`src/shared/ivnc_defs.vh`:
```
/*
 * Register offsets, field positions, reset values and fixed vector numbers
 * for the interrupt vector and unmaskable-pin control block.
 * Assumes it is included by its bare name from rtl files.
 */
`ifndef IVNC_DEFS_VH
`define IVNC_DEFS_VH

// ****************************************
// Register byte offsets (APB)
// ****************************************
`define IVNC_OFF_RXV     12'h000
`define IVNC_OFF_TXV     12'h004
`define IVNC_OFF_CCV     12'h008
`define IVNC_OFF_OVV     12'h00c
`define IVNC_OFF_ICTL    12'h010
`define IVNC_OFF_BASE    12'h014
`define IVNC_OFF_ISTAT   12'h018
`define IVNC_OFF_IEN     12'h01c
`define IVNC_OFF_ICLR    12'h020
`define IVNC_OFF_ACCEPT  12'h024

// ****************************************
// Field positions
// ****************************************
`define IVNC_HI_MSB      14
`define IVNC_HI_LSB      8
`define IVNC_LO_MSB      6
`define IVNC_LO_LSB      0
`define IVNC_PIN_LEVEL   15
`define IVNC_EDGE_SEL    8
`define IVNC_EXT_MODE    0

// ****************************************
// Reset values and fixed vectors
// ****************************************
`define IVNC_VEC_RESET   16'h0000
`define IVNC_CTL_SET     16'h8000
`define IVNC_CTL_CLR     16'h0000
`define IVNC_AUTO_HIGH   7'h47
`define IVNC_AUTO_LOW    7'h40
`define IVNC_LVL_15      4'hf
`define IVNC_LVL_14      4'he
`define IVNC_LVL_1       4'h1

// ****************************************
// Source indices (0..6 peripheral, 7 external)
// ****************************************
`define IVNC_SRC_EXT     3'h7

`endif

```
`src/rtl/ivnc_top.v`:
```
/*
 * Interrupt vector numbers and unmaskable-pin control, APB slave.
 * Assumes peripheral requests are level inputs synchronous to pclk, the CPU
 * pulses an accept with the chosen source, and the external vector byte is
 * valid on ext_vec_data while vec_fetch_req is high.
 */
`include "ivnc_defs.vh"

module ivnc_top (
    // APB
    input wire pclk,
    input wire presetn,
    input wire psel,
    input wire penable,
    input wire pwrite,
    input wire [11:0] paddr,
    input wire [31:0] pwdata,
    output reg [31:0] prdata,
    output reg pready,
    output reg pslverr,
    // Unmaskable pin
    input wire unmaskable_pin,
    output reg unmaskable_req,
    // Encoded external level request
    input wire [3:0] encoded_level_request,
    // CPU accept handshake
    input wire accept_valid,
    input wire [2:0] accept_source,
    input wire context_saved,
    output reg vec_fetch_req,
    input wire [7:0] ext_vec_data,
    output reg vec_valid,
    output reg [6:0] vec_number,
    output reg [31:0] vec_address,
    // Peripheral requests
    input wire rx_error_irq,
    input wire rx_full_irq,
    input wire tx_empty_irq,
    input wire tx_end_irq,
    input wire capture_irq,
    input wire compare_irq,
    input wire timer_overflow_irq,
    // Interrupt line
    output reg irq_out
);

    // ****************************************
    // APB decode
    // ****************************************
    wire wr_cycle = psel && penable && pwrite;
    wire wr_rxv = wr_cycle && (paddr == `IVNC_OFF_RXV);
    wire wr_txv = wr_cycle && (paddr == `IVNC_OFF_TXV);
    wire wr_ccv = wr_cycle && (paddr == `IVNC_OFF_CCV);
    wire wr_ovv = wr_cycle && (paddr == `IVNC_OFF_OVV);
    wire wr_ctl = wr_cycle && (paddr == `IVNC_OFF_ICTL);
    wire wr_base = wr_cycle && (paddr == `IVNC_OFF_BASE);
    wire wr_ien = wr_cycle && (paddr == `IVNC_OFF_IEN);
    wire wr_iclr = wr_cycle && (paddr == `IVNC_OFF_ICLR);

    // ****************************************
    // Vector registers
    // ****************************************
    wire [6:0] rx_error_vector;
    wire [6:0] rx_full_vector;
    wire [6:0] tx_empty_vector;
    wire [6:0] tx_end_vector;
    wire [6:0] capture_vector;
    wire [6:0] compare_vector;
    wire [6:0] overflow_vector;
    wire [15:0] rd_rxv;
    wire [15:0] rd_txv;
    wire [15:0] rd_ccv;
    wire [15:0] rd_ovv;

    ivnc_vec_pair #(.HAS_LOW(1)) u_rxv (
        .pclk(pclk), .presetn(presetn), .wr_en(wr_rxv), .wr_data(pwdata[15:0]),
        .hi_vec(rx_error_vector), .lo_vec(rx_full_vector), .rd_value(rd_rxv));
    ivnc_vec_pair #(.HAS_LOW(1)) u_txv (
        .pclk(pclk), .presetn(presetn), .wr_en(wr_txv), .wr_data(pwdata[15:0]),
        .hi_vec(tx_empty_vector), .lo_vec(tx_end_vector), .rd_value(rd_txv));
    ivnc_vec_pair #(.HAS_LOW(1)) u_ccv (
        .pclk(pclk), .presetn(presetn), .wr_en(wr_ccv), .wr_data(pwdata[15:0]),
        .hi_vec(capture_vector), .lo_vec(compare_vector), .rd_value(rd_ccv));
    ivnc_vec_pair #(.HAS_LOW(0)) u_ovv (
        .pclk(pclk), .presetn(presetn), .wr_en(wr_ovv), .wr_data(pwdata[15:0]),
        .hi_vec(overflow_vector), .lo_vec(), .rd_value(rd_ovv));

    // ****************************************
    // Control, base, pin level
    // ****************************************
    reg unmaskable_edge_select_q;
    reg external_vector_mode_q;
    reg unmaskable_pin_level_q;
    reg pin_prev_q;
    reg [31:0] vector_base_q;

    always @(posedge pclk or negedge presetn) begin
        if (!presetn) begin
            unmaskable_edge_select_q <= 1'b0;
            external_vector_mode_q <= 1'b0;
            unmaskable_pin_level_q <= 1'b0;
            pin_prev_q <= 1'b0;
            vector_base_q <= 32'h00000000;
        end else begin
            // Level tracks pin every cycle, so after release bit 15 = pin
            unmaskable_pin_level_q <= unmaskable_pin;
            pin_prev_q <= unmaskable_pin_level_q;
            if (wr_ctl) begin
                unmaskable_edge_select_q <= pwdata[`IVNC_EDGE_SEL];
                external_vector_mode_q <= pwdata[`IVNC_EXT_MODE];
            end
            if (wr_base) begin
                vector_base_q <= pwdata;
            end
        end
    end

    wire pin_rise = unmaskable_pin_level_q && !pin_prev_q;
    wire pin_fall = !unmaskable_pin_level_q && pin_prev_q;
    wire [15:0] rd_ctl = {unmaskable_pin_level_q, 6'h00, unmaskable_edge_select_q,
                          7'h00, external_vector_mode_q};

    always @(posedge pclk or negedge presetn) begin
        if (!presetn) begin
            unmaskable_req <= 1'b0;
        end else begin
            unmaskable_req <= unmaskable_edge_select_q ? pin_rise : pin_fall;
        end
    end

    // ****************************************
    // Event status, enable, clear
    // ****************************************
    wire [6:0] evt_in = {timer_overflow_irq, compare_irq, capture_irq, tx_end_irq,
                         tx_empty_irq, rx_full_irq, rx_error_irq};
    reg [6:0] evt_prev_q;
    reg [6:0] istat_q;
    reg [6:0] ien_q;
    wire [6:0] evt_rise = evt_in & ~evt_prev_q;
    wire [6:0] clr_mask = wr_iclr ? pwdata[6:0] : 7'h00;

    always @(posedge pclk or negedge presetn) begin
        if (!presetn) begin
            evt_prev_q <= 7'h00;
            istat_q <= 7'h00;
            ien_q <= 7'h00;
            irq_out <= 1'b0;
        end else begin
            evt_prev_q <= evt_in;
            // Set wins over clear
            istat_q <= (istat_q & ~clr_mask) | evt_rise;
            if (wr_ien) begin
                ien_q <= pwdata[6:0];
            end
            irq_out <= |(((istat_q & ~clr_mask) | evt_rise) & ien_q);
        end
    end

    // ****************************************
    // Vector selection
    // ****************************************
    localparam ST_IDLE = 3'b001;
    localparam ST_WAIT = 3'b010;
    localparam ST_FETCH = 3'b100;

    reg [2:0] state_q;
    reg [6:0] sel_vec;
    reg [6:0] auto_vec;
    reg [6:0] last_vec_q;

    always @* begin
        case (accept_source)
            3'h0: sel_vec = rx_error_vector;
            3'h1: sel_vec = rx_full_vector;
            3'h2: sel_vec = tx_empty_vector;
            3'h3: sel_vec = tx_end_vector;
            3'h4: sel_vec = capture_vector;
            3'h5: sel_vec = compare_vector;
            3'h6: sel_vec = overflow_vector;
            default: sel_vec = 7'h00;
        endcase
    end

    always @* begin
        // Auto vector: level 15,14 -> 71; 1 -> 64; others 64 + level/2
        if (encoded_level_request == `IVNC_LVL_15 ||
            encoded_level_request == `IVNC_LVL_14) begin
            auto_vec = `IVNC_AUTO_HIGH;
        end else if (encoded_level_request == `IVNC_LVL_1) begin
            auto_vec = `IVNC_AUTO_LOW;
        end else begin
            auto_vec = `IVNC_AUTO_LOW + {4'h0, encoded_level_request[3:1]};
        end
    end

    always @(posedge pclk or negedge presetn) begin
        if (!presetn) begin
            state_q <= ST_IDLE;
            vec_fetch_req <= 1'b0;
            vec_valid <= 1'b0;
            vec_number <= 7'h00;
            vec_address <= 32'h00000000;
            last_vec_q <= 7'h00;
        end else begin
            vec_valid <= 1'b0;
            case (state_q)
                ST_IDLE: begin
                    if (accept_valid) begin
                        if (accept_source != `IVNC_SRC_EXT) begin
                            vec_valid <= 1'b1;
                            vec_number <= sel_vec;
                            vec_address <= vector_base_q + {23'h000000, sel_vec, 2'b00};
                            last_vec_q <= sel_vec;
                        end else if (!external_vector_mode_q) begin
                            vec_valid <= 1'b1;
                            vec_number <= auto_vec;
                            vec_address <= vector_base_q + {23'h000000, auto_vec, 2'b00};
                            last_vec_q <= auto_vec;
                        end else begin
                            state_q <= ST_WAIT;
                        end
                    end
                end
                ST_WAIT: begin
                    if (context_saved) begin
                        vec_fetch_req <= 1'b1;
                        state_q <= ST_FETCH;
                    end
                end
                ST_FETCH: begin
                    // Byte sampled while fetch request is high
                    vec_fetch_req <= 1'b0;
                    vec_valid <= 1'b1;
                    vec_number <= ext_vec_data[6:0];
                    vec_address <= vector_base_q + {23'h000000, ext_vec_data[6:0], 2'b00};
                    last_vec_q <= ext_vec_data[6:0];
                    state_q <= ST_IDLE;
                end
                default: begin
                    state_q <= ST_IDLE;
                    vec_fetch_req <= 1'b0;
                end
            endcase
        end
    end

    // ****************************************
    // APB read and answer
    // ****************************************
    reg [31:0] rd_mux;
    reg addr_ok;

    always @* begin
        addr_ok = 1'b1;
        case (paddr)
            `IVNC_OFF_RXV: rd_mux = {16'h0000, rd_rxv};
            `IVNC_OFF_TXV: rd_mux = {16'h0000, rd_txv};
            `IVNC_OFF_CCV: rd_mux = {16'h0000, rd_ccv};
            `IVNC_OFF_OVV: rd_mux = {16'h0000, rd_ovv};
            `IVNC_OFF_ICTL: rd_mux = {16'h0000, rd_ctl};
            `IVNC_OFF_BASE: rd_mux = vector_base_q;
            `IVNC_OFF_ISTAT: rd_mux = {25'h0000000, istat_q};
            `IVNC_OFF_IEN: rd_mux = {25'h0000000, ien_q};
            `IVNC_OFF_ICLR: rd_mux = 32'h00000000;
            `IVNC_OFF_ACCEPT: rd_mux = {25'h0000000, last_vec_q};
            default: begin
                rd_mux = 32'h00000000;
                addr_ok = 1'b0;
            end
        endcase
    end

    always @(posedge pclk or negedge presetn) begin
        if (!presetn) begin
            pready <= 1'b0;
            pslverr <= 1'b0;
            prdata <= 32'h00000000;
        end else begin
            pready <= psel && !penable;
            pslverr <= psel && !penable && !addr_ok;
            prdata <= (psel && !penable && !pwrite) ? rd_mux : 32'h00000000;
        end
    end

endmodule

```
`src/rtl/ivnc_vec_pair.v`:
```
/*
 * One vector register holding two 7-bit vector numbers.
 * Assumes write strobe and data come from an APB slave in the parent.
 */
`include "ivnc_defs.vh"

module ivnc_vec_pair #(
    parameter HAS_LOW = 1
) (
    // Clock and reset
    input wire pclk,
    input wire presetn,
    // Write side
    input wire wr_en,
    input wire [15:0] wr_data,
    // Fields
    output wire [6:0] hi_vec,
    output wire [6:0] lo_vec,
    output wire [15:0] rd_value
);

    reg [6:0] hi_q;
    reg [6:0] lo_q;

    always @(posedge pclk or negedge presetn) begin
        if (!presetn) begin
            hi_q <= 7'h00;
            lo_q <= 7'h00;
        end else if (wr_en) begin
            hi_q <= wr_data[`IVNC_HI_MSB:`IVNC_HI_LSB];
            if (HAS_LOW != 0) begin
                lo_q <= wr_data[`IVNC_LO_MSB:`IVNC_LO_LSB];
            end
        end
    end

    assign hi_vec = hi_q;
    assign lo_vec = (HAS_LOW != 0) ? lo_q : 7'h00;
    // Bits 15 and 7 read zero
    assign rd_value = {1'b0, hi_q, 1'b0, lo_vec};

endmodule

```
`config.mk`:
```
export PLATFORM = sky130hd
export DESIGN_NAME = ivnc_top
export DESIGN_NICKNAME = d
export VERILOG_FILES = /design/src/rtl/ivnc_top.v /design/src/rtl/ivnc_vec_pair.v
export VERILOG_INCLUDE_DIRS = /design/src /design/src/shared
export SDC_FILE = /design/constraint.sdc
export NUM_CORES = 1
export LEC_CHECK = 0
export BUFFER_PORTS_ARGS = -buffer_cell sky130_fd_sc_hd__buf_2
export CAP_MARGIN = 20
export CORE_ASPECT_RATIO = 2
export CORE_MARGIN = 3
export CORE_UTILIZATION = 30
export DETAILED_ROUTE_END_ITERATION = 8
export GPL_ROUTABILITY_DRIVEN = 0
export PLACE_DENSITY = 0.54
export SYNTH_ARGS = -nofsm -noshare
export SYNTH_HDL_FRONTEND = slang
export SYNTH_HIERARCHICAL = 1
export SYNTH_SLANG_ARGS = --single-unit
export TNS_END_PERCENT = 5
```
`constraint.sdc`:
```
create_clock -name pclk -period 6.5 [get_ports pclk]
set_input_delay 0.325 -clock pclk [delete_from_list [all_inputs] [get_ports pclk]]
set_output_delay 0.325 -clock pclk [all_outputs]
set_load 0.01 [all_outputs]
```
**Yosys cells after proc, flatten, opt, wreduce, memory -nomap -nowiden**

Index checks and enable logic that the tools add are counted.
W data, S select, Z words.

- Eq/ne operators: 27
- $add $sub $neg: 4
- Multiplexer cells: 27
- Reduce and logical (&&, ||, !) cells: 29
- Bitwise logic cells: 7

Operators by type and width:

| cell | number |
|---|---|
| $pmux W32 S9 | 1 |
| $mux W32 | 4 |
| $add A32 B9 Y32 | 3 |
| $pmux W32 S2 | 1 |
| $pmux W7 S7 | 1 |
| $eq A12 B5 Y1 const B | 4 |
| $mux W7 | 6 |
| $eq A12 B4 Y1 const B | 2 |
| $eq A12 B6 Y1 const B | 2 |
| $and A7 B7 Y7 | 3 |
| $logic_and A1 B1 Y1 | 15 |
| $not A7 Y7 | 2 |
| $pmux W7 S2 | 1 |
| $eq A12 B3 Y1 const B | 1 |
| $eq A3 B3 Y1 const B | 4 |
| $logic_not A12 Y1 | 1 |
| $mux W3 | 4 |
| $reduce_or A10 Y1 | 1 |
| $eq A3 B2 Y1 const B | 3 |
| $eq A4 B4 Y1 const B | 2 |
| $ne A2 B2 Y1 const B | 4 |
| $add A7 B3 Y7 const A | 1 |
| $or A7 B7 Y7 | 1 |
| $reduce_or A7 Y1 | 1 |
| other kinds (14) | 26 |

- Logic and storage cells: 119
- Bits of input ports: 74
- Flip-flop bits (word level): 186
- Output and inout port bits: 77

**Logic depth before layout (Yosys ltp)**

Gate-level depths: netlist of run 1.

- Depth in word-level cells: 9
- Depth in mapped cells: 15
- Depth with buffers taken out: 12

**Hierarchy**

The synthesis of run 1 kept the hierarchy.

Modules (own cells, without submodules):

| module | instances | cells each | seq. area each (sq um) | area an instance (sq um) |
|---|---|---|---|---|
| ivnc_top | 1 | 683 | 3,429.5 | 7,098.1 |
| ivnc_vec_pair (u_ccv ...) | 3 | 46 | 350.3 | 643.1 |
| ivnc_vec_pair (u_ovv) | 1 | 39 | 175.2 | 467.9 |

**Worst setup path after synthesis of run 1**

No wires, ideal clock.

- Kind: input port to flip-flop
- Start: in accept_source[1]
- End: reg vec_address[26]
- Setup time: 82 ps
- Setup slack: 3,100 ps
- Stages: 14
- Data arrival time: 3,318 ps
- Buffers on the path: 2
- Required time: 6,418 ps
- Cells stage by stage: buf_2 > buf_2 > or3b_2 > nand3_1 > a22oi_1 > o31ai_1 > ha_1 > inv_1 > fa_1 > nand2b_1 > a21oi_1 > o311ai_2 > or3_1 > a31oi_1

- Word-level cells in the longest chain between the ends: 6
- Elaborated cells on any way between the ends: 15
- Those cells by class: add/sub (1); eq/ne (8); mux (4); reduce/logical (2)

Ends and longest elaborated chain:

| element | RTL line | source |
|---|---|---|
| start: declaration | ivnc_top.v:28 | `input wire [2:0] accept_source,` |
| $eq A3 B3 Y1 (tied with other cells) | ivnc_top.v:172 | `case (accept_source)` |
| $pmux W7 S7 | ivnc_top.v:172 |  |
| $add A32 B9 Y32 | ivnc_top.v:212 | `vec_address <= vector_base_q + {23'h000000, sel_vec, 2'b00};` |
| $mux W32 | ivnc_top.v:209 | `` if (accept_source != `IVNC_SRC_EXT) begin `` |
| $mux W32 | ivnc_top.v:208 | `if (accept_valid) begin` |
| $pmux W32 S2 | ivnc_top.v:206 | `case (state_q)` |
| end signal: assignment | ivnc_top.v:212 |  |
| end signal: assignment | ivnc_top.v:217 | `vec_address <= vector_base_q + {23'h000000, auto_vec, 2'b00};` |
| end signal: assignment | ivnc_top.v:235 | `vec_address <= vector_base_q + {23'h000000, ext_vec_data[6:0], 2'b00};` |
| end: declaration | ivnc_top.v:34 | `output reg [31:0] vec_address,` |

Parallel ways exist; a longest one is shown, timed or not. The select of a mux whose other input is x is not followed.
A chain may end at the register's enable or synchronous reset.

**Worst setup path in the final report of run 1**

- Start: in accept_source[1]
- End: reg vec_address[30]

Same word-level chain as after synthesis.

==> reports/metrics.cfg, run 1 <==
[floorplan]
start_util_pct=30.5
coreArea_mm2=0.0310
die_w_um=131
rows=91
die_h_um=257
dieArea_mm2=0.0338
io_pins=151

[worst_setup_path]
cpMaxStageDelayCell=o31ai_1
reg2regPathDepth=10
reg2reg_to=vec_address[30]
required_ps=6870
crit_type=input pin to register
cp_max_fo=28
cp.arrival_ps=4220
end_kind=register
r2r_start=u_txv/lo_vec[1]
crit_path_start_kind=input pin
rrSetupSlack_ps=2760
worst_path_largest_cell_delay_ps=540
cp_cell_sequence=buf_2 -> mux2i_1 -> mux4_2 -> o31ai_1 -> inv_1 -> fa_1 -> nand2b_1 -> a21oi_1 -> o311ai_2 -> or3_1 -> a31oi_1

[global_routing]
grt_pass1_wl_mm=43.4
met3_usage_pct=3.78
gr-usage-met1_pct=16.9
gr-max-usage-layer=met2
antenna_found_initial=4
overflow=0
grtUsageTotal_pct=16.9
grt_pass1_vias=7268
grt_max_degree=115
grtUsageMet2_pct=31.4

[timing]
final_hold_viol_count=8
fin_setup_tns_ps=0
worst_pin_slew_ps=1190
finalMaxSlewViolations=0
fin_skew_ps=11.9
period_minus_slack_ps=3860
rsz0062_at_grt=false
hold_slack_ps=-11.4
setup_viol=0
slew-limit-headroom_pct=20.4
max_freq_mhz=259
period_share_pct=59.4

[route]
viasPerCell=4.97
final_antenna_net_count=0
drt-total-wl_mm=28.2
drt_iter0_markers=476
wl_per_cell_um=20.4
vias=6865
drc=0
dr.pass1.iters=5

[clocking]
ctsHoldBuffers=8
ctsLongestPathBuffers=2
tritoncts=yes
clk_pin_slew_ps=70
cts_setup_buffers=0
cts_resized=0
cts-buffers-inserted=17
clock_sinks=186
cts_root_buf=clkbuf_16
cts_max_level=4
clock_latency_ps=450

[power]
leakagePower_nw=5.09
vdd_drop_max_mv=0.182
power_density_mw_per_mm2=216
power_mw=2.36

[synthesis]
avgSynthCellArea_um2=11.1
yosysWarnings=6
synth_area_mm2=0.00944
syn_inst=853

[final_layout]
synthToLayoutAreaGrowth_pct=15.3
fin_nets=1030
drive_gt1_share_pct=29.2
fill_cells=3211

[outcome]
violations=hold timing
status=finished with violations

[place]
port_buffers=148
dp_hpwl_mm=21.5

[run]
cap_violations=0

[min_path]
timing.hold.worst.class=input pin to asynchronous set/reset pin

[worst max-delay path: cells and delay by family]
kind | cells | cell delay (ps)
AO/OA/AOI/OAI | 4 | 1520
adder cells (fa/ha/maj) | 1 | 440
buffers and inverters | 2 | 640
multiplexers | 2 | 690
AND/OR/NAND/NOR | 2 | 580
[flip-flops by register name, indices dropped and copies added (netlist names), 3 cells and up]
signal / flops
prdata: 32
vec_address: 32
vector_base_q: 32
evt_prev_q: 7
ien_q: 7
istat_q: 7
last_vec_q: 7
u_ccv/hi_vec: 7
u_ccv/lo_vec: 7
u_ovv/hi_vec: 7
u_rxv/hi_vec: 7
u_rxv/lo_vec: 7
u_txv/hi_vec: 7
u_txv/lo_vec: 7
state_q: 3
[through the flow]
step | cells | hold slack [ps] | utilization [%] | area (um2) | setup WS [ps]
detailed placement | 1337 | 446 | 32.9 | 10200 | 2160
floorplan | 864 | 29.4 | - | 9480 | 3100
global placement | 1337 | 446 | 32.9 | 10200 | 2190
finish | 1381 | -11.4 | 35.1 | 10900 | 2640
global route | 1379 | 57.0 | 35.1 | 10900 | 2450
CTS | 1377 | 35.1 | 35.0 | 10800 | 2640
[routing by layer]
metal | vias up | wire length [um]
met3 | 63 | 1270
met2 | 199 | 15300
met4 | 4 | 1540
li1 | 3186 | -
met5 | - | 18
met1 | 3413 | 10100
[placed cells by master (no fill, tap or decap), drive strengths merged, types with 18 or more instances in the layout]
cell and count:
a21oi 26, a22oi 20, and2 19, buf 159
clkbuf 22, dfrtp 185, mux2 102, nand2 74
nor2 37, nor2b 18, o21ai 48
[final cells by class]
type	instances	area [um2]	area share, %
Antenna cell	2	5.00	0.0460
Clock buffer	21	450	4.14
Clock inverter	11	119	1.09
Inverter	10	37.5	0.345
Multi-Input combinational cell	565	4150	38.1
Sequential cell	186	4660	42.8
Tap cell	418	523	4.80
Timing Repair Buffer	168	943	8.67
[worst max path at each step]
stage | cells after the start | slack, ps | endpoint | startpoint
2_1_floorplan | 14 | 3100 | vec_address[26] | accept_source[1]
3_3_place_gp | 11 | 2190 | vec_address[26] | accept_source[1]
3_5_place_dp | 11 | 2160 | vec_address[30] | accept_source[1]
4_1_cts | 11 | 2640 | vec_address[30] | accept_source[1]
5_1_grt | 11 | 2450 | vec_address[30] | accept_source[1]
6_report | 11 | 2640 | vec_address[30] | accept_source[1]
[power by group]
| group | internal (mW) | switching (mW) |
|---|---|---|
| Clock | 0.546 | 0.480 |
| Sequential | 1.17 | 0.00960 |
| Combinational | 0.0523 | 0.0964 |
| Total | 1.77 | 0.586 |
No activity file was read; power rests on OpenSTA's default activity.
==> run 2: changes to the inputs <==
==> constraint.sdc (replaced) <==
create_clock -name pclk -period 3.9 [get_ports pclk]
set_input_delay 0.195 -clock pclk [delete_from_list [all_inputs] [get_ports pclk]]
set_output_delay 0.195 -clock pclk [all_outputs]
set_load 0.01 [all_outputs]
==> run 2 against run 1 <==
  * The run now ends clean
  * Hold slack improved by 44 ps
  * Critical path depth fell by 1
  * Setup slack got worse by 2300 ps
  * Routed wire length rose by 1.3%
  * Sequential share of layout area fell by 1.3 points
  * Sequential power rose by 67%
  * Power rose by 70%
  * Clock power rose by 71%
  * Cell count rose by 2.6%
  * Critical path type is now register to register
  * Critical endpoint unchanged
==> reports/metrics.cfg, run 2 (synthesized netlist as in run 1, its figures left out) <==
[worst_setup_path]
cp.arrival_ps=3890  ; -330 ps
crit_type=register to register
cp_cell_sequence=nor3b_2 -> buf_4 -> a211oi_1 -> a21o_1 -> ha_1 -> nand3_1 -> a21boi_1 -> o311ai_2 -> or3_1 -> a31oi_1
required_ps=4260  ; -2610 ps
cp_max_fo=9  ; -68%
end_kind=register
worst_path_largest_cell_delay_ps=620  ; +80 ps
cpMaxStageDelayCell=nor3b_2
crit_path_start_kind=register

[route]
drt_iter0_markers=534  ; +12%
drt-total-wl_mm=28.6  ; +1.3%
final_antenna_net_count=0  ; unchanged
vias=6977  ; +1.6%
drc=0  ; unchanged
dr.pass1.iters=4  ; -1
viasPerCell=4.92  ; -0.95%
wl_per_cell_um=20.2  ; -1.3%

[power]
power_mw=3.99  ; +70%
leakagePower_nw=5.24  ; +3.0%
internal_power_mw=3.03  ; +71%
power.switching_uw=969  ; +65%
power_density_mw_per_mm2=356  ; +65%
sequentialPowerShare_pct=49.3  ; -0.8 points
p_sw_share_pct=24.2  ; -0.64 points
vdd_drop_max_mv=0.293  ; +60%
power_frac_clock_pct=44.0  ; +0.4 points
p_comb_share_pct=6.7  ; +0.4 points

[timing]
slew-limit-headroom_pct=26.5  ; +6.1 points
hold_slack_ps=32.7  ; +44.1 ps
worst_pin_slew_ps=1090  ; -97.4 ps
rsz0062_at_grt=false
fin_skew_ps=10.2  ; -1.72 ps
setup_viol=0  ; unchanged
period_minus_slack_ps=3530
period_share_pct=90.5
final_hold_viol_count=0  ; -8
fin_setup_tns_ps=0  ; unchanged
finalMaxSlewViolations=0  ; unchanged
max_freq_mhz=283

[floorplan]
coreArea_mm2=0.0310  ; unchanged
io_pins=151  ; unchanged
dieArea_mm2=0.0338  ; unchanged
rows=91  ; unchanged
die_h_um=257  ; unchanged
die_w_um=131  ; unchanged
start_util_pct=30.5  ; unchanged

[outcome]
status=completed

[clocking]
ctsLongestPathBuffers=2  ; unchanged
cts_root_buf=clkbuf_16
cts_max_level=4  ; unchanged
clock_latency_ps=450  ; about the same
clock_sinks=186  ; unchanged
tritoncts=yes
cts_setup_buffers=0  ; unchanged
clk_pin_slew_ps=70  ; about the same
cts-buffers-inserted=17  ; unchanged

[place]
port_buffers=148  ; unchanged
placedCellCount=1352  ; +1.1%
dp_hpwl_mm=21.8  ; +1.5%

[global_routing]
grt_max_degree=85  ; -26%
overflow=0  ; unchanged
antenna_found_initial=4  ; unchanged
grt_pass1_wl_mm=43.9  ; +1.1%
grtUsageTotal_pct=17.1  ; +0.25 points
grt_pass1_vias=7382  ; +1.6%

[final_layout]
drive_gt1_share_pct=29.6  ; +0.38 points
final_common_cell=dfrtp_1
finalNonFillerCells=1417  ; +2.6%
fin_nets=1065  ; +3.4%
synthToLayoutAreaGrowth_pct=18.8
final_cell_mix=dfrtp_1 (185), buf_2 (147), nand2_1 (74)
top_regs=prdata: 32 flops, vec_address: 32 flops, vector_base_q: 32 flops

[run]
cap_violations=0  ; unchanged

[min_path]
timing.hold.worst.class=input pin to register

## run 2: cell types whose count changed in the layout (fill, tap and decap cells not counted), moves of 2 or more
| cell | delta |
|---|---|
| clkinvlp_4 | +2 |
| dlygate4sd3_1 | +21 |
| inv_6 | +2 |
| buf_4 | +14 |
| clkinv_4 | -4 |
## run 2: final timing paths
check / to / slack (ps) / depth (start not counted) / start
min: vector_base_q[10] / 30 / 2 / pwdata[10]
max: vec_address[30] / 370 / 10 / state_q[2]
max reg2reg: vec_address[30] / 370 / 10 / state_q[2]
min in group asynchronous: vec_valid / 360 / 2 / presetn
max in group asynchronous: u_ccv/hi_vec[3] / 2540 / 3 / presetn
min reg2reg: pin_prev_q / 460 / 0 / unmaskable_pin_level_q
## run 2: final cells by class
type / instances / area (um2)
Antenna cell: 3 / 7.51
Clock buffer: 20 / 447
Clock inverter: 12 / 140
Fill cell: 3131 / 19800
Inverter: 10 / 37.5
Multi-Input combinational cell: 565 / 4140
Sequential cell: 186 / 4660
Tap cell: 418 / 523
Timing Repair Buffer: 203 / 1270
## run 2: repair_timing
action                                 in CTS  in global routing
hold buffers                               29                  0
gates resized for setup                     0                  0
endpoints found under the hold margin     110                  0
## run 2: worst max-delay path, delay by kind of cell, from the launching register on
| kind | cells | cell delay [ps] |
|---|---|---|
| buf+inv | 1 | 250 |
| simple gates | 3 | 1130 |
| compound gates | 5 | 1220 |
| fa+ha+maj | 1 | 400 |
| flops | 1 | 430 |
## run 2: routing by layer
metal  vias up  GRT usage (%)  share of wire (%)
li1       3255              -                  -
met1      3454           17.1                 35
met2       197           32.7                 55
met3        69           3.25                3.8
met4         2           9.78                5.7
met5         -              0              0.045
## run 2: per-stage QoR
| stage | area [um2] | setup slack, ps | util (%) |
|---|---|---|---|
| floorplan | 9480 | 630 | - |
| global placement | 10300 | 291 | 33.3 |
| detailed placement | 10300 | 215 | 33.3 |
| CTS | 11200 | 366 | 36.1 |
| global route | 11200 | 130 | 36.2 |
| finish | 11200 | 371 | 36.2 |
## run 2: power groups by stage
stage          sequential (mW)  combinational (mW)  clock, mW
2_1_floorplan             2.01               0.101          0
3_3_place_gp              2.01               0.242          0
3_5_place_dp              2.01               0.246          0
4_1_cts                   1.97               0.269       1.80
5_1_grt                   1.97               0.297       1.87
6_report                  1.97               0.268       1.76
==> run 3: changes to the inputs <==
--- a/config.mk
+++ b/config.mk
@@ -11,9 +11,10 @@
 export CORE_ASPECT_RATIO = 2
 export CORE_MARGIN = 3
 export CORE_UTILIZATION = 30
+export CTS_CLUSTER_DIAMETER = 80
 export DETAILED_ROUTE_END_ITERATION = 8
 export GPL_ROUTABILITY_DRIVEN = 0
-export PLACE_DENSITY = 0.54
+export PLACE_DENSITY = 0.55
 export SYNTH_ARGS = -nofsm -noshare
 export SYNTH_HDL_FRONTEND = slang
 export SYNTH_HIERARCHICAL = 1
==> constraint.sdc (replaced) <==
create_clock -name pclk -period 3 [get_ports pclk]
set_input_delay 0.15 -clock pclk [delete_from_list [all_inputs] [get_ports pclk]]
set_output_delay 0.15 -clock pclk [all_outputs]
set_load 0.01 [all_outputs]
==> run 3 against run 2 <==
  * Setup slack got worse by 370 ps
  * First-iteration DRC count decreased by 24%
  * Routed wire length increased by 2.9%
  * Largest cell class unchanged
  * Cell count increased by 4.7%
  * Combinational power increased by 43%
==> reports/metrics.cfg, run 3 (synthesized netlist as in run 1, its figures left out) <==
[outcome]
status=completed

[global_routing]
grt_max_degree=78  ; -8.2%
overflow=0  ; unchanged
grtUsageTotal_pct=17.7  ; +0.58 points
grt_pass1_vias=7647  ; +3.6%
antenna_found_initial=4  ; unchanged
grt_pass1_wl_mm=45.5  ; +3.7%

[final_layout]
final_core_utilization_pct=38.3  ; +2.0 points
fill_cells=3134  ; +0.096%
final_cell_mix=dfrtp_1 (185), buf_2 (147), buf_4 (83)
top_regs=prdata: 32 flops, vec_address: 32 flops, vector_base_q: 32 flops
fin_area_mm2=0.0119  ; +5.6%
fin_nets=1132  ; +6.3%
synthToLayoutAreaGrowth_pct=25.5
finalNonFillerCells=1483  ; +4.7%
final_common_cell=dfrtp_1
multi_input_area_mm2=0.00424  ; +2.5%
drive_gt1_share_pct=35.3  ; +5.7 points
regArea_mm2=0.00466  ; unchanged

[power]
vdd_drop_max_mv=0.409  ; +40%
leakagePower_nw=5.60  ; +6.8%
power_density_mw_per_mm2=440  ; +24%

[timing]
finalMaxSlewViolations=0  ; unchanged
worst_pin_slew_ps=917  ; -175 ps
max_freq_mhz=333  ; +18%
fin_setup_tns_ps=0  ; unchanged
slew-limit-headroom_pct=38.3  ; +12 points
rsz0062_at_grt=true
final_hold_viol_count=0  ; unchanged
setup_viol=0  ; unchanged
hold_slack_ps=31.9  ; -0.836 ps
fin_skew_ps=11.0  ; +0.767 ps
period_share_pct=100  ; +9.5 points
period_minus_slack_ps=3000  ; -530 ps

[worst_setup_path]
crit_path_start_kind=register
rrSetupSlack_ps=1  ; -370 ps
reg2regPathDepth=12  ; +2
cp.depth=12  ; +2
crit_buf_inv=1  ; unchanged
r2r_start=u_ccv/hi_vec[0]
cp_max_fo=8  ; -1
cp_cell_sequence=or3b_4 -> nand3_2 -> a22oi_2 -> o31ai_2 -> ha_2 -> inv_2 -> fa_2 -> nand2b_4 -> a21oi_4 -> o311ai_4 -> or3_1 -> a31oi_1
crit_type=register to register
required_ps=3370  ; -890 ps
cpLargestDelayFamily=simple AND/OR/NAND/NOR gates
cp.arrival_ps=3370  ; -520 ps
worst_path_largest_cell_delay_ps=390  ; -230 ps
cpMaxStageDelayCell=or3b_4
crit_end=vec_address[24]
end_kind=register
reg2reg_to=vec_address[24]
cp-startpoint=u_ccv/hi_vec[0]

[route]
final_antenna_net_count=0  ; unchanged
drc=0  ; unchanged
dr.pass1.iters=4  ; unchanged
drt-total-wl_mm=29.4  ; +2.9%
viasPerCell=4.88  ; -0.79%
drt_iter0_markers=407  ; -24%
wl_per_cell_um=19.8  ; -1.7%
vias=7244  ; +3.8%

[place]
place_area_mm2=0.0108  ; +5.0%
port_buffers=148  ; unchanged
dp_hpwl_mm=22.9  ; +5.1%
placedCellCount=1412  ; +4.4%

[floorplan]
rows=91  ; unchanged
dieArea_mm2=0.0338  ; unchanged
coreArea_mm2=0.0310  ; unchanged
die_w_um=131  ; unchanged
io_pins=151  ; unchanged
start_util_pct=30.5  ; unchanged
die_h_um=257  ; unchanged

[clocking]
clock_latency_ps=460  ; about the same
cts-buffers-inserted=17  ; unchanged
cts_max_level=4  ; unchanged
clock_sinks=186  ; unchanged
ctsLongestPathBuffers=2  ; unchanged
tritoncts=yes
cts_root_buf=clkbuf_16
clk_pin_slew_ps=80  ; about the same

[min_path]
timing.hold.worst.class=input pin to register

[run]
cap_violations=0  ; unchanged

-- run 3: cell types whose count changed in the layout (fill, tap and decap cells not counted), sizes merged --
cell         previous run  this run
inv                    13        18
dlygate4sd3            29        34
buf                   173       235
bufinv                  2         0
clkinv                  4         5
clkinvlp                3         1
diode                   3         2
clkbuf                 21        19
-- run 3: area by class of cell --
| class | count | area share (%) |
|---|---|---|
| flip-flops and latches | 186 | 39.3 |
| multi-input cells | 565 | 35.8 |
| repair buffers | 270 | 15.2 |
| well taps | 418 | 4.41 |
| clock buffers | 18 | 3.71 |
| clock inverters | 14 | 1.28 |
| inverters | 10 | 0.317 |
| diodes | 2 | 0.0422 |
-- run 3: routing by layer --
metal | part of all wire [%] | GRT usage (%)
met2 | 56 | 33.6
met5 | 0.092 | 0
met1 | 35 | 17.8
met4 | 5.4 | 9.96
met3 | 4.2 | 3.50
-- run 3: repair_timing --
| item | 4_1_cts | 5_1_grt |
|---|---|---|
| hold buffers | 34 | 0 |
| endpoints found under the hold margin | 120 | 0 |
| setup buffers | 0 | 3 |
| gates resized for setup | 1 | 19 |
| pin swaps | 0 | 7 |
| endpoints found under the setup margin | 10 | 23 |
-- run 3: metrics by stage --
stage | total power [mW] | setup WS [ps]
floorplan | 2.75 | 13.5
global placement | 2.95 | -179
detailed placement | 2.96 | -274
CTS | 5.27 | -54.4
global route | 5.41 | -174
finish | 5.22 | 1.24
-- run 3: worst min path at each step --
stage	slack (ps)	to	cells past startpoint	start
floorplan	-150	evt_prev_q[0]	0	presetn
global placement	220	vec_valid	1	presetn
detailed placement	230	vec_valid	1	presetn
CTS	6	pready	3	penable
global route	30	vector_base_q[6]	2	pwdata[6]
finish	30	pready	3	penable
-- run 3: report_power, final --
part | total [mW] | switching [mW] | internal (mW) | leakage [nW]
combinational | 0.383 | 0.223 | 0.160 | 2.81
clock | 2.27 | 1.14 | 1.14 | 0.287
sequential | 2.56 | 0.0225 | 2.54 | 2.50
-- run 3: worst reg2reg max path: stages, from the launching register on --
cell and delay, ps:
dfrtp_1 350, or3b_4 390, nand3_2 90, a22oi_2 60
o31ai_2 300, ha_2 250, inv_2 40, fa_2 330
nand2b_4 160, a21oi_4 240, o311ai_4 170, or3_1 370
a31oi_1 180
